<file path="src/cfg_pkg.sv">
// Constants for the address configuration and base port decode block
package cfg_pkg;
  // ------------------------------------------------------------
  // Fixed I/O addresses
  // ------------------------------------------------------------
  localparam logic [9:0] KEY_229 = 10'h229;
  localparam logic [9:0] KEY_22B = 10'h22B;
  localparam logic [9:0] KEY_22D = 10'h22D;
  localparam logic [9:0] KEY_22F = 10'h22F;
  localparam logic [9:0] JOY_FIXED = 10'h201;
  localparam logic [9:0] SC_INDEX_ADDR = 10'h0E0;
  localparam logic [9:0] SC_DATA_ADDR = 10'h0E1;
  localparam logic [9:0] SC_UNLOCK_ADDR = 10'h0F9;
  localparam logic [9:0] SC_LOCK_ADDR = 10'h0FB;
  localparam logic [5:0] AUDIO_HI = 6'h22;
  localparam logic [7:0] JOY_HI = 8'h80;
  localparam logic [3:0] FM_HI = 4'hE;
  localparam logic [3:0] FM_LO = 4'h8;
  localparam logic [3:0] KEY_ZONE = 4'h0;
  // ------------------------------------------------------------
  // Offsets from the audio base
  // ------------------------------------------------------------
  localparam logic [3:0] OFS_FM3 = 4'h3;
  localparam logic [3:0] OFS_IDX = 4'h4;
  localparam logic [3:0] OFS_DAT = 4'h5;
  localparam logic [3:0] OFS_RST = 4'h6;
  localparam logic [3:0] OFS_FM8 = 4'h8;
  localparam logic [3:0] OFS_FM9 = 4'h9;
  localparam logic [3:0] OFS_RDD = 4'hA;
  localparam logic [3:0] OFS_CMD = 4'hC;
  localparam logic [3:0] OFS_BUF = 4'hE;
  localparam logic [3:0] OFS_F2 = 4'h2;
  // ------------------------------------------------------------
  // Mixer registers and fields
  // ------------------------------------------------------------
  localparam logic [6:0] MIX_CFG = 7'h40;
  localparam logic [6:0] MIX_SER = 7'h48;
  localparam int MIX_DISABLE_BIT = 2;
  localparam int MIX_JOYFIX_BIT = 1;
  localparam int MIX_FMALIAS_BIT = 0;
  localparam int SER_SW_BIT = 7;
  localparam int SER_RST_BIT = 5;
  localparam int SER_WT_BIT = 4;
  // System control word fields and reset value
  localparam int SCW_JOY_EN = 3;
  localparam int SCW_AUD_EN = 2;
  localparam logic [7:0] SCW_RESET = 8'h00;
  localparam logic [7:0] SC_INDEX_ZERO = 8'h00;
  localparam logic [2:0] ACT_ALL = 3'h7;
  localparam logic [3:0] LEG_LAST = 4'hA;
  // New key tracker states, Gray coded along the sequence
  typedef enum logic [3:0] {
    K0 = 4'h0, K1 = 4'h1, K2 = 4'h3, K3 = 4'h2, K4 = 4'h6,
    K5 = 4'h7, K6 = 4'h5, K7 = 4'h4, K8 = 4'hC, K9 = 4'hD
  } key_state_t;
endpackage

</file>
<file path="src/isa_address_key_config.sv">
// Address key tracker, system control word and base port decode
// ------------------------------------------------------------
// Behaviour
// - Low mode: track seven-read new key
// - Eighth read sets audio base and enable
// - Ninth read puts joystick {valid, code} in bits 5:3
// - Tenth read sets FM base, else 388h
// - Legacy key sets bits 2:0, rearmable
// - Legacy key aborts on write, stray read
// - Legacy ten reads then audio base read
// - Enabled ignores legacy; mixer 40h disables
// - High mode: unlock, index, data, relock
// - Lock strobes ignore written data
// - Control word field layout
// - Mixer 40h bit1 fixes joystick 201h
// - Mixer 40h bit0 adds FM alias
// - Ports decoded relative to bases
// - Mixer index then data port access
// - Port +6 holds FIFO and core reset
// - Reading +6 sets activity bits high
// - Qualifying accesses clear activity bits
// - Serial activity status bit 4
// - MIDI mode status bit 2
// - Only configuration decode until enabled
// - New key: write aborts, bad read restarts
// ------------------------------------------------------------
module isa_address_key_config
  import cfg_pkg::*;
#(
  parameter int WT_IDLE_CYCLES = 256
) (
  // Clock and reset
  input wire logic clock_i,
  input wire logic arst_n_i,
  // I/O cycle, one cycle strobes
  input wire logic [9:0] io_addr_i,
  input wire logic io_rd_i,
  input wire logic io_wr_i,
  input wire logic io_dack_i,
  input wire logic [7:0] io_wdata_i,
  output logic [7:0] io_rdata_o,
  output logic io_claim_o,
  // Straps and status inputs
  input wire logic addr_method_select_pin_i,
  input wire logic serial_takeover_pin_i,
  input wire logic wavetable_bit_clock_i,
  input wire logic midi_cmd_active_i,
  input wire logic digital_powered_i,
  input wire logic midi_access_i,
  // Mixer side
  input wire logic [7:0] mixer_rdata_i,
  output logic [6:0] mixer_index_o,
  output logic [7:0] mixer_wdata_o,
  output logic mixer_wr_o,
  // Configuration and decode results
  output logic [7:0] system_control_word_o,
  output logic core_hold_reset_o,
  output logic fifo_hold_reset_o,
  output logic audio_hit_o,
  output logic fm_hit_o,
  output logic joy_hit_o
);
  // ------------------------------------------------------------
  // Address classifiers
  // ------------------------------------------------------------
  // Each returns {valid, code}
  // Bases 220h..250h step by 10h, so the code is the distance from 22xh
  function automatic logic [2:0] audio_code(input logic [9:0] a);
    logic [5:0] step;
    step = a[9:4] - AUDIO_HI;
    audio_code = {step[5:2] == 4'h0 && a[3:0] == KEY_ZONE, step[1:0]};
  endfunction
  function automatic logic [2:0] joy_code(input logic [9:0] a);
    joy_code = {a[9:2] == JOY_HI, a[1:0]};
  endfunction
  function automatic logic [2:0] fm_code(input logic [9:0] a);
    fm_code = {a[9:6] == FM_HI && a[3:0] == FM_LO, a[5:4]};
  endfunction
  function automatic logic [9:0] key_expect(input key_state_t s);
    case (s)
      K0: key_expect = KEY_22B;
      K1: key_expect = KEY_229;
      K2: key_expect = KEY_22F;
      K3: key_expect = KEY_22D;
      K4: key_expect = KEY_22D;
      K5: key_expect = KEY_22F;
      default: key_expect = KEY_229;
    endcase
  endfunction
  function automatic logic [9:0] leg_expect(input logic [3:0] n);
    leg_expect = (n == 4'h3 || n == 4'h5 || n == 4'h8) ? KEY_22B : KEY_229;
  endfunction

  // State
  key_state_t key_reg, key_next;
  logic [7:0] scw_reg;
  logic [3:0] leg_reg;
  logic [1:0] run229_reg;
  logic armed_reg, unlock_reg;
  logic [7:0] scidx_reg;
  logic [1:0] mix40_reg;
  logic [2:0] mix48_reg;
  logic [2:0] act_reg;
  logic wt_prev_reg;
  logic [$clog2(WT_IDLE_CYCLES+1)-1:0] wt_cnt_reg;

  // Non-DMA cycles drive the key trackers; DMA is transparent
  logic rd_n, wr_n, hi_mode, in_aud, mix_wr;
  logic [9:0] aud_base, joy_base, fm_base;
  logic [3:0] ofs;
  logic [2:0] aud_c, joy_c, fm_c;
  assign rd_n = io_rd_i & ~io_dack_i;
  assign wr_n = io_wr_i & ~io_dack_i;
  assign hi_mode = addr_method_select_pin_i;
  assign aud_base = {AUDIO_HI + {4'h0, scw_reg[1:0]}, 4'h0};
  assign joy_base = {JOY_HI, scw_reg[5:4]};
  assign fm_base = {FM_HI, scw_reg[7:6], FM_LO};
  assign ofs = io_addr_i[3:0];
  // Classified once; a select on a call result is not portable
  assign aud_c = audio_code(io_addr_i);
  assign joy_c = joy_code(io_addr_i);
  assign fm_c = fm_code(io_addr_i);
  // Audio window only exists once enabled
  assign in_aud = scw_reg[SCW_AUD_EN] && io_addr_i[9:4] == aud_base[9:4];
  assign mix_wr = io_wr_i && in_aud && ofs == OFS_DAT;

  // ------------------------------------------------------------
  // New key tracker
  // ------------------------------------------------------------
  // A wrong read restarts, but a 22Bh read counts as a fresh start
  always_comb begin
    key_next = key_reg;
    if (hi_mode || wr_n) begin
      key_next = K0;
    end else if (rd_n) begin
      case (key_reg)
        K7: key_next = K8;
        K8: key_next = K9;
        K9: key_next = K0;
        default: begin
          if (io_addr_i != key_expect(key_reg)) begin
            key_next = (io_addr_i == KEY_22B) ? K1 : K0;
          end else begin
            case (key_reg)
              K0: key_next = K1;
              K1: key_next = K2;
              K2: key_next = K3;
              K3: key_next = K4;
              K4: key_next = K5;
              K5: key_next = K6;
              default: key_next = K7;
            endcase
          end
        end
      endcase
    end
  end
  always_ff @(posedge clock_i or negedge arst_n_i) begin
    if (!arst_n_i) key_reg <= K0;
    else key_reg <= key_next;
  end

  // ------------------------------------------------------------
  // Legacy key tracker
  // ------------------------------------------------------------
  // Three 229h reads in a row always land at step three
  logic leg_live, leg_done;
  assign leg_live = !hi_mode && armed_reg && !scw_reg[SCW_AUD_EN];
  assign leg_done = leg_live && rd_n && leg_reg == LEG_LAST && aud_c[2];
  always_ff @(posedge clock_i or negedge arst_n_i) begin
    if (!arst_n_i) begin
      leg_reg <= 4'h0;
      run229_reg <= 2'h0;
    end else if (!leg_live || wr_n) begin
      leg_reg <= 4'h0;
      run229_reg <= 2'h0;
    end else if (rd_n) begin
      run229_reg <= (io_addr_i == KEY_229) ? {run229_reg[0] | run229_reg[1], 1'b1} : 2'h0;
      if (io_addr_i == KEY_229 && run229_reg == 2'h3) leg_reg <= 4'h3;
      else if (leg_reg == LEG_LAST) leg_reg <= 4'h0;
      else if (io_addr_i == leg_expect(leg_reg)) leg_reg <= leg_reg + 4'h1;
      else leg_reg <= (io_addr_i == KEY_229) ? 4'h1 : 4'h0;
    end
  end

  // ------------------------------------------------------------
  // System control word
  // ------------------------------------------------------------
  // Mixer 40h bit 2 acts like a hardware reset of the configuration
  logic mix_disable;
  assign mix_disable = mix_wr && mixer_index_o == MIX_CFG && io_wdata_i[MIX_DISABLE_BIT];
  always_ff @(posedge clock_i or negedge arst_n_i) begin
    if (!arst_n_i) begin
      scw_reg <= SCW_RESET;
      armed_reg <= 1'b1;
    end else if (mix_disable) begin
      scw_reg <= SCW_RESET;
      armed_reg <= 1'b1;
    end else if (leg_done) begin
      scw_reg[2:0] <= {1'b1, aud_c[1:0]};
      armed_reg <= 1'b0;
    end else if (!hi_mode && rd_n && key_reg == K7) begin
      scw_reg[2:0] <= aud_c;
    end else if (!hi_mode && rd_n && key_reg == K8) begin
      scw_reg[5:3] <= joy_c;
    end else if (!hi_mode && rd_n && key_reg == K9) begin
      scw_reg[7:6] <= fm_c[2] ? fm_c[1:0] : 2'h0;
    end else if (hi_mode && io_wr_i && unlock_reg && io_addr_i == SC_DATA_ADDR
                 && scidx_reg == SC_INDEX_ZERO) begin
      scw_reg <= io_wdata_i;
    end
  end

  // Unlock and index; data on the strobes is ignored
  always_ff @(posedge clock_i or negedge arst_n_i) begin
    if (!arst_n_i) begin
      unlock_reg <= 1'b0;
      scidx_reg <= SC_INDEX_ZERO;
    end else if (hi_mode && io_wr_i) begin
      if (io_addr_i == SC_UNLOCK_ADDR) unlock_reg <= 1'b1;
      else if (io_addr_i == SC_LOCK_ADDR) unlock_reg <= 1'b0;
      else if (io_addr_i == SC_INDEX_ADDR) scidx_reg <= io_wdata_i;
    end
  end

  // ------------------------------------------------------------
  // Mixer port and local snoop of 40h and 48h
  // ------------------------------------------------------------
  always_ff @(posedge clock_i or negedge arst_n_i) begin
    if (!arst_n_i) begin
      mixer_index_o <= 7'h00;
      mixer_wdata_o <= 8'h00;
      mixer_wr_o <= 1'b0;
      mix40_reg <= 2'h0;
      mix48_reg <= 3'h0;
    end else begin
      mixer_wr_o <= mix_wr;
      if (mix_wr) mixer_wdata_o <= io_wdata_i;
      if (io_wr_i && in_aud && ofs == OFS_IDX) mixer_index_o <= io_wdata_i[6:0];
      if (mix_wr && mixer_index_o == MIX_CFG) mix40_reg <= io_wdata_i[1:0];
      if (mix_disable) mix40_reg <= 2'h0;
      if (mix_wr && mixer_index_o == MIX_SER) begin
        mix48_reg <= {io_wdata_i[SER_SW_BIT], io_wdata_i[SER_RST_BIT], io_wdata_i[SER_WT_BIT]};
      end
    end
  end

  // ------------------------------------------------------------
  // Port +6: reset holds, activity and serial status
  // ------------------------------------------------------------
  logic fm_acc, act6_clr, act5_clr;
  logic fm_alias_hit, joy_hit;
  assign fm_alias_hit = mix40_reg[MIX_FMALIAS_BIT] && io_addr_i[9:2] == fm_base[9:2];
  assign fm_acc = (in_aud && (ofs <= OFS_FM3 || ofs == OFS_FM8 || ofs == OFS_FM9)) || fm_alias_hit;
  assign act6_clr = in_aud && (ofs == OFS_CMD || ofs == OFS_BUF);
  assign act5_clr = (io_dack_i && (io_rd_i || io_wr_i)) || (in_aud && ((io_wr_i
    && (ofs == OFS_F2 || ofs == OFS_FM3 || ofs == OFS_RST || ofs == OFS_CMD)) || (io_rd_i
    && (ofs == OFS_F2 || ofs == OFS_FM3 || ofs == OFS_RDD))));
  // A status read sets all three; it wins over a coincident clear
  always_ff @(posedge clock_i or negedge arst_n_i) begin
    if (!arst_n_i) begin
      act_reg <= ACT_ALL;
      core_hold_reset_o <= 1'b0;
      fifo_hold_reset_o <= 1'b0;
    end else begin
      if (io_rd_i && in_aud && ofs == OFS_RST) begin
        act_reg <= ACT_ALL;
      end else begin
        if (midi_access_i || ((io_rd_i || io_wr_i) && fm_acc)) act_reg[2] <= 1'b0;
        if ((io_rd_i || io_wr_i) && act6_clr) act_reg[1] <= 1'b0;
        if (act5_clr) act_reg[0] <= 1'b0;
      end
      if (io_wr_i && in_aud && ofs == OFS_RST) begin
        core_hold_reset_o <= io_wdata_i[0];
        fifo_hold_reset_o <= io_wdata_i[1];
      end
      if (mix_disable) begin
        core_hold_reset_o <= 1'b0;
        fifo_hold_reset_o <= 1'b0;
      end
    end
  end

  // Wavetable bit clock counts as active while it kept toggling lately
  always_ff @(posedge clock_i or negedge arst_n_i) begin
    if (!arst_n_i) begin
      wt_prev_reg <= 1'b0;
      wt_cnt_reg <= '0;
    end else begin
      wt_prev_reg <= wavetable_bit_clock_i;
      if (wavetable_bit_clock_i != wt_prev_reg) wt_cnt_reg <= $bits(wt_cnt_reg)'(WT_IDLE_CYCLES);
      else if (wt_cnt_reg != '0) wt_cnt_reg <= wt_cnt_reg - 1'b1;
    end
  end
  logic ser_act;
  assign ser_act = mix48_reg[2] | mix48_reg[1] | serial_takeover_pin_i
                   | (mix48_reg[0] && wt_cnt_reg != '0);

  // ------------------------------------------------------------
  // Read data and decode outputs
  // ------------------------------------------------------------
  assign joy_hit = mix40_reg[MIX_JOYFIX_BIT] ? (scw_reg[SCW_AUD_EN] && io_addr_i == JOY_FIXED)
                 : (scw_reg[SCW_JOY_EN] && io_addr_i == joy_base + 10'h001);
  always_ff @(posedge clock_i or negedge arst_n_i) begin
    if (!arst_n_i) begin
      io_rdata_o <= 8'hFF;
      io_claim_o <= 1'b0;
      audio_hit_o <= 1'b0;
      fm_hit_o <= 1'b0;
      joy_hit_o <= 1'b0;
      system_control_word_o <= SCW_RESET;
    end else begin
      system_control_word_o <= scw_reg;
      audio_hit_o <= (io_rd_i || io_wr_i) && in_aud;
      fm_hit_o <= (io_rd_i || io_wr_i) && fm_acc;
      joy_hit_o <= (io_rd_i || io_wr_i) && joy_hit;
      io_claim_o <= 1'b0;
      io_rdata_o <= 8'hFF;
      if (io_rd_i && hi_mode && io_addr_i == SC_DATA_ADDR) begin
        io_claim_o <= 1'b1;
        io_rdata_o <= scw_reg;
      end else if (io_rd_i && in_aud && ofs == OFS_IDX) begin
        io_claim_o <= 1'b1;
        io_rdata_o <= {1'b0, mixer_index_o};
      end else if (io_rd_i && in_aud && ofs == OFS_DAT) begin
        io_claim_o <= 1'b1;
        io_rdata_o <= mixer_rdata_i;
      end else if (io_rd_i && in_aud && ofs == OFS_RST) begin
        io_claim_o <= 1'b1;
        io_rdata_o <= {act_reg, ser_act, digital_powered_i, midi_cmd_active_i,
                       fifo_hold_reset_o, core_hold_reset_o};
      end
    end
  end
endmodule // isa_address_key_config

</file>
<file path="config.mk">
export PLATFORM = sky130hd
export DESIGN_NAME = isa_address_key_config
export DESIGN_NICKNAME = d
export VERILOG_FILES = /design/src/cfg_pkg.sv /design/src/isa_address_key_config.sv
export SDC_FILE = /design/constraint.sdc
export NUM_CORES = 1
export LEC_CHECK = 0
export BUFFER_PORTS_ARGS = -buffer_cell sky130_fd_sc_hd__buf_2
export CAP_MARGIN = 15
export CELL_PAD_IN_SITES_DETAIL_PLACEMENT = 0
export CELL_PAD_IN_SITES_GLOBAL_PLACEMENT = 1
export CORE_MARGIN = 8
export CORE_UTILIZATION = 47
export DETAILED_ROUTE_END_ITERATION = 8
export PLACE_DENSITY_LB_ADDON = 0.1
export SLEW_MARGIN = 40
export SYNTH_ARGS = -nofsm -noshare
export SYNTH_HDL_FRONTEND = slang
export SYNTH_SLANG_ARGS = --single-unit
</file>
<file path="constraint.sdc">
create_clock -name clock_i -period 4 [get_ports clock_i]
set_input_delay 1 -clock clock_i [delete_from_list [all_inputs] [get_ports clock_i]]
set_output_delay 1 -clock clock_i [all_outputs]
set_load 0.03 [all_outputs]
</file>
# Word level (Yosys, flattened, before mapping)

Cells that the tools add are included.

Output and inout bits: 38
Register bits: 84

Multiplexer cells: 57
Eq/ne operators: 46
$lt $le $gt $ge: 1
Add/sub/neg operators: 5
Bitwise logic cells: 9
Reductions and logical operators: 89

Operators by type and width:

| cell                  | count |
|---|---|
| $mux 8                | 6 |
| $logic_and 1x1->1     | 44 |
| $eq 10x8->1 const B   | 4 |
| $eq 4x4->1 const B    | 10 |
| $eq 10x10->1 const B  | 3 |
| $mux 10               | 3 |
| $eq 4x3->1 const B    | 7 |
| $mux 4                | 7 |
| $eq 10x10->1          | 2 |
| $eq 4x2->1 const B    | 5 |
| $reduce_bool 2->1     | 10 |
| $mux 1                | 18 |
| $mux 2                | 9 |
| $mux 3                | 6 |
| $mux 9                | 2 |
| $pmux 3 s6            | 1 |
| $logic_or 1x1->1      | 16 |
| $eq 7x7->1 const B    | 2 |
| $logic_not 4->1       | 3 |
| $pmux 4 s3            | 1 |
| $reduce_and 4->1      | 3 |
| $add 10x1->10 const B | 1 |
| $mux 5                | 2 |
| $ne 10x10->1          | 1 |
| other kinds (29)      | 41 |

# Longest topological paths before layout

Gate-level depths: netlist (run 1).

Depth after elaboration: 11
Mapped depth: 9
Depth with buffers taken out: 8

# Worst setup path before layout (run 1)

OpenSTA, ideal clock, no wires.

Kind: in2reg
From: input io_addr_i[6]
To: register scw_reg[2]
Library setup time: 0.125 ns
Required time: 3.875 ns
Path slack: 1.084 ns
Arrival: 2.791 ns
Stages on the path: 9
Buffers on the path: 1
Path through: clkbuf_1 -> inv_1 -> ha_1 -> or4_1 -> nand3_1 -> or3_4 -> nand3_2 -> nor2_2 -> mux2_4

Cells in the longest elaborated chain, start to end: 8

RTL lines:

| what                                                                | line                          | RTL |
|---|---|---|
| from (decl)                                                         | isa_address_key_config.sv:36  | `input wire logic [9:0] io_addr_i,` |
| parallel branches: the longest is 8 deep, another holds $sub 6x6->6 | -                             |  |
| to (signal assigned)                                                | isa_address_key_config.sv:200 | `scw_reg[2:0] <= {1'b1, aud_c[1:0]};` |
| to (signal assigned)                                                | isa_address_key_config.sv:203 | `scw_reg[2:0] <= aud_c;` |
| to (signal assigned)                                                | isa_address_key_config.sv:210 | `scw_reg <= io_wdata_i;` |
| to (decl)                                                           | isa_address_key_config.sv:96  | `logic [7:0] scw_reg;` |

Parallel ways; which one is timed is not known.
A chain may end at the register's enable or synchronous reset.

# Final worst setup path (run 1)

From: input io_addr_i[5]
To: register scw_reg[2]

The elaborated chain is that of the path after synthesis.

==> flow_summary.toml, run 1 <==
[global_route]
gr-total-overflow = 0
antenna_found_initial = 0
grt_pass1_wl_um = 19650
grt_pass1_vias = 3657
grt_max_degree = 85
grt_util_all_layers_pct = 19.32

[routing]
via_per_inst = 5.906
first_pass_iters = 5
via_count = 3697
routedWlPerCell_um = 19.39
drt_iter0_drc = 273
antenna_left = 0
wl_um = 12140
drc = 0

[critical_path]
cp_slowest_cell = "nor4_2"
worstReg2RegEnd = "scw_reg[2]$_DFFE_PN0P_"
crit_fanout = 15
crit_required_ps = 4250
arrival_ps = 3240
startpoint_type = "input pin"
end_kind = "flop"
crit_type = "in2reg"
r2r_start = "scw_reg[2]$_DFFE_PN0P_"
worstRegToRegCells = 6
slowest_delay_ps = 500
crit_chain = "buf_2 -> nor4bb_1 -> o2111ai_1 -> nor4_2 -> and2_1 -> nor2_1 -> mux2_4"
reg2reg_slack_ps = 1140

[place]
portBuffers = 74
dpl.cell_count = 610
dpl_worst_slack_ps = 686.5
dp_hpwl_um = 9115
gp_congestion = 0.8581

[timing]
tightest_slew_ps = 735.2
max_clock_freq_mhz = 334.0
finalCriticalPeriod_ps = 2994
layout_setup_ws_ps = 1006
drv_slew = 0
relSlewSlack_pct = 49.72
finalClockSkew_ps = 9.251
post-route-period-util_pct = 74.84
hold_violations = 0
rsz0062_at_grt = "no"
tns_ps = 0
setup_violations = 0

[final_layout]
drive_gt1_share_pct = 28.74
seqCellArea_sq_um = 2117
fin_cells = 626
nFillCells = 851
largest_reg_flops = 9
area_growth_syn_to_layout_pct = 14.78
nNetsFinal = 555
multi_input_area_sq_um = 2208
n_antenna_cell = 0

[pwr]
p_leak_nw = 2.385
vdd_drop_max_mv = 0.2410
power_density_nw_per_um2 = 351.9

[clock_network]
cts-root-buf = "clkbuf_8"
cts_buffers = 9
clock_latency_ps = 360
postCtsHoldBufs = 0
cts_resized = 0
htree_levels = 3
cts_max_path_buffers = 2
clk_pin_slew_ps = 90
cts_tree = "built"
cts_num_sinks = 84
post-cts-setup-buffer-count = 0

[floorplan]
start_util_pct = 48.31
die_y_um = 113.2
fp.coreArea_sq_um = 9196
placementRows = 35
ios = 75
die_x_um = 113.2
die-area_sq_um = 12820

[synthesis]
ys_ff_latch = 84
syn_area_sq_um = 4443
synth.area.top_cells = "dfrtp_1, mux2_2, dfstp_2, nor2_1, nand2_1"
synth_top_area_share_pct = 40.55
ys_async_sr_fraction_pct = 100.0
syn_inst = 443
synth_ff_type = "dfrtp_1"
yosysUniqueCellTypes = 65
yosys_warnings = 0
syn-mean-instance-area_sq_um = 10.03
synth_nets = 488
synth_edf_count = 0
synth-seq-area-share_pct = 47.65
yosys.area.top_type = "dfrtp_1"

[hold_path]
hold_path_end = "armed_reg$_DFFE_PN1P_"
hp-class = "reg2reg"
hold_start = "armed_reg$_DFFE_PN1P_"
hold_depth = 2

[status]
status = "finished clean"

[job]
max_cap_violations = 0
per-stage QoR:
| step | hold slack (ps) | power (mW) | area [sq um] | utilization [%] |
|---|---|---|---|---|
| after floorplan | 365.1 | 1.120 | 4443 | - |
| after global placement | 451.6 | 1.208 | 4885 | 53.12 |
| after detailed placement | 457.2 | 1.214 | 4901 | 53.29 |
| after CTS | 477.4 | 1.811 | 5097 | 55.43 |
| after global routing | 487.1 | 1.882 | 5100 | 55.46 |
| final | 473.3 | 1.795 | 5100 | 55.46 |
cells in the mapped netlist (all sizes together), types with 3 or more instances:
library cell   n
mux2i          8
nor3          11
ha             8
mux2          30
or3            4
nor4b          6
clkbuf        14
nor2b          4
and3           3
nand3         12
dfstp         12
xor2           4
nor3b          6
a21o           3
nand4          8
nor4           9
and2           5
dfrtp         72
or2            3
a21oi         17
a22oi          8
xnor2         10
a31oi          4
inv           16
nand2         38
o2111ai        4
o31ai          3
nor2          48
nand2b         8
or4            4
o22ai          4
buf            4
o221ai         6
nand3b         6
o21ai         16
cells in the final DEF, fill, tap and decap left out, types with 10 or more instances in the layout:
cell,count
clkbuf_8,11
nand3_1,11
xnor2_1,10
dfstp_2,12
buf_2,73
inv_1,16
dfrtp_1,72
nor3_1,11
o21ai_0,14
nor2_1,47
a21oi_1,17
mux2_2,29
nand2_1,38
worst max path at each step:
stage / slack, ps / cells past startpoint / end / start
6_report: 1010 / 7 / scw_reg[2]$_DFFE_PN0P_ / io_addr_i[5]
5_1_grt: 860 / 7 / scw_reg[2]$_DFFE_PN0P_ / io_addr_i[5]
4_1_cts: 1050 / 7 / scw_reg[2]$_DFFE_PN0P_ / io_addr_i[5]
3_5_place_dp: 690 / 7 / scw_reg[2]$_DFFE_PN0P_ / io_addr_i[5]
3_3_place_gp: 670 / 7 / scw_reg[2]$_DFFE_PN0P_ / io_addr_i[5]
2_1_floorplan: 1080 / 9 / scw_reg[2]$_DFFE_PN0P_ / io_addr_i[6]
where the power goes:
group,leakage (nW),internal (mW),switching (mW)
logic,1.19,0.113,0.156
registers,1.10,0.889,0.0410
clock network,0.0958,0.253,0.342
cell families (layout without fill, tap and decap cells):
| family | after synthesis | after routing | share of synthesized area [%] |
|---|---|---|---|
| AOI/OAI and AO/OA | 79 | 79 | 12.00 |
| and+or+nand+nor | 185 | 185 | 22.70 |
| adders and majority gates | 9 | 9 | 2.478 |
| xor gates and xnor gates | 14 | 14 | 2.760 |
| muxes | 38 | 38 | 9.490 |
| DFF | 84 | 84 | 47.65 |
| buffers and inverters | 34 | 106 | 2.929 |
layout make-up:
class | instances | share of cell area [%]
flip-flops and latches | 84 | 41.51
inverters | 16 | 1.178
multi-input cells | 325 | 43.30
well taps | 111 | 2.723
clock inverters | 6 | 1.153
clock buffers | 10 | 2.699
repair buffers | 74 | 7.434
critical path, delay by kind of cell:
family | cells | cell delay, ps
AOI/OAI and AO/OA | 1 | 440
buffers and inverters | 1 | 250
and+or+nand+nor | 4 | 1280
muxes | 1 | 270
routing by layer:
layer	part of all wire (%)	vias to the layer above	GRT usage (%)
met1	46	1839	25.66
li1	-	1740	-
met3	4.9	13	4.153
met4	1.4	0	5.240
met2	47	105	31.11
met5	0	-	0
(Power assumes the default switching activity.)
==> run 2: changes to the inputs <==
--- a/config.mk
+++ b/config.mk
@@ -10,7 +10,7 @@
 export CELL_PAD_IN_SITES_DETAIL_PLACEMENT = 0
 export CELL_PAD_IN_SITES_GLOBAL_PLACEMENT = 1
 export CORE_MARGIN = 8
-export CORE_UTILIZATION = 47
+export CORE_UTILIZATION = 39
 export DETAILED_ROUTE_END_ITERATION = 8
 export PLACE_DENSITY_LB_ADDON = 0.1
 export SLEW_MARGIN = 40
==> constraint.sdc (replaced) <==
create_clock -name clock_i -period 2.7 [get_ports clock_i]
set_input_delay 0.675 -clock clock_i [delete_from_list [all_inputs] [get_ports clock_i]]
set_output_delay 0.675 -clock clock_i [all_outputs]
set_load 0.03 [all_outputs]
==> flow_summary.toml, run 2 (synthesis gave the netlist of run 1 again) <==
[final_layout]
largest_reg_flops = 9
multi_input_area_sq_um = 2196
drive_gt1_share_pct = 32.55
finalInstanceArea_sq_um = 5468
fin_util_pct = 48.51
layout_common_cells = "buf_2, dfrtp_1, nor2_1, nand2_1, buf_4"
area_growth_syn_to_layout_pct = 23.06
final_common_cell = "buf_2"
seqCellArea_sq_um = 2117
nFillCells = 1091
n_antenna_cell = 0
nNetsFinal = 590

[critical_path]
crit_required_ps = 2930
crit_type = "in2reg"
r2r_start = "leg_reg[0]$_DFFE_PN0P_"
worstReg2RegEnd = "scw_reg[2]$_DFFE_PN0P_"
crit_chain = "buf_2 -> or3b_4 -> or4_4 -> or3_4 -> nand3_2 -> nor2_2 -> mux2_4"
worstRegToRegCells = 8
end_kind = "flop"
cpLargestDelayFamily = "simple AND/OR/NAND/NOR gates"
path_buf_inv = 1
crit_fanout = 5
startpoint_type = "input pin"
arrival_ps = 2510
cp_slowest_cell = "or4_4"
reg2reg_slack_ps = 480
slowest_delay_ps = 490

[floorplan]
die_x_um = 122.7
placementRows = 39
start_util_pct = 39.42
die-area_sq_um = 15060
die_y_um = 122.7
ios = 75
fp.coreArea_sq_um = 11270

[clock_network]
postCtsHoldBufs = 0
clk_pin_slew_ps = 60
cts_buffers = 9
htree_levels = 3
post-cts-setup-buffer-count = 0
cts_resized = 0
clock_latency_ps = 340
cts_tree = "built"
cts-root-buf = "clkbuf_16"
cts_num_sinks = 84
cts_max_path_buffers = 2

[timing]
fin_hold_ws_ps = 275.7
hold_violations = 0
post-route-period-util_pct = 84.65
relSlewSlack_pct = 55.15
max_clock_freq_mhz = 437.6
rsz0062_at_grt = "no"
finalCriticalPeriod_ps = 2285
tns_ps = 0
setup_violations = 0
tightest_slew_ps = 663.4
drv_slew = 0
finalClockSkew_ps = 7.142

[routing]
first_pass_iters = 5
wl_um = 13010
via_count = 3810
drc = 0
drt_iter0_drc = 213
routedWlPerCell_um = 18.77
via_per_inst = 5.498
antenna_left = 0

[global_route]
grt_pass1_vias = 3877
grt_pass1_wl_um = 20840
antenna_found_initial = 0
gr-total-overflow = 0
grt_max_degree = 36
grt_util_all_layers_pct = 18.01

[pwr]
vdd_drop_max_mv = 0.2453
power_density_nw_per_um2 = 535.5
p_leak_nw = 2.595

[hold_path]
hp-class = "in2async"

[place]
portBuffers = 74
dp_hpwl_um = 10060
gp_congestion = 0.8905
placed_cell_area_sq_um = 5200

[job]
max_cap_violations = 0

[status]
status = "finished clean"
## run 2: power breakdown
part           total [mW]  leakage [nW]  internal (mW)  switching [mW]
logic               0.421          1.36          0.183           0.238
clock network        1.13         0.130          0.622           0.508
registers            1.38          1.10           1.32          0.0588
total                2.93          2.59           2.12           0.804
## run 2: worst max path at each step
stage / startpoint / to / slack (ps) / depth (start not counted)
6_report: addr_method_select_pin_i / scw_reg[2]$_DFFE_PN0P_ / 410 / 7
5_1_grt: io_addr_i[6] / scw_reg[2]$_DFFE_PN0P_ / 350 / 9
4_1_cts: io_dack_i / scw_reg[2]$_DFFE_PN0P_ / 430 / 7
3_5_place_dp: io_dack_i / scw_reg[2]$_DFFE_PN0P_ / 70 / 7
3_3_place_gp: addr_method_select_pin_i / scw_reg[2]$_DFFE_PN0P_ / 80 / 7
2_1_floorplan: io_addr_i[6] / scw_reg[2]$_DFFE_PN0P_ / 110 / 9
## run 2: through the flow
step	cells	worst slack, ps	total power [mW]
after global routing	693	351.7	3.086
after floorplan	443	108.5	1.659
after CTS	693	426.6	2.974
after global placement	677	76.57	1.815
final	693	414.6	2.928
after detailed placement	677	74.35	1.824
## run 2: cell type report
class,count,share of cell area [%]
Inverter,16,1.098
Tap cell,143,3.272
Timing Repair Buffer,109,11.85
Clock inverter,6,0.7094
Sequential cell,84,38.72
Clock buffer,10,4.188
Multi-Input combinational cell,325,40.16
## run 2: routing by layer
layer  global-route usage (%)  part of all wire, %
met1                    24.44                   47
met2                    27.83                   47
met3                    3.542                  3.9
met4                    6.778                  2.0
met5                        0                    0
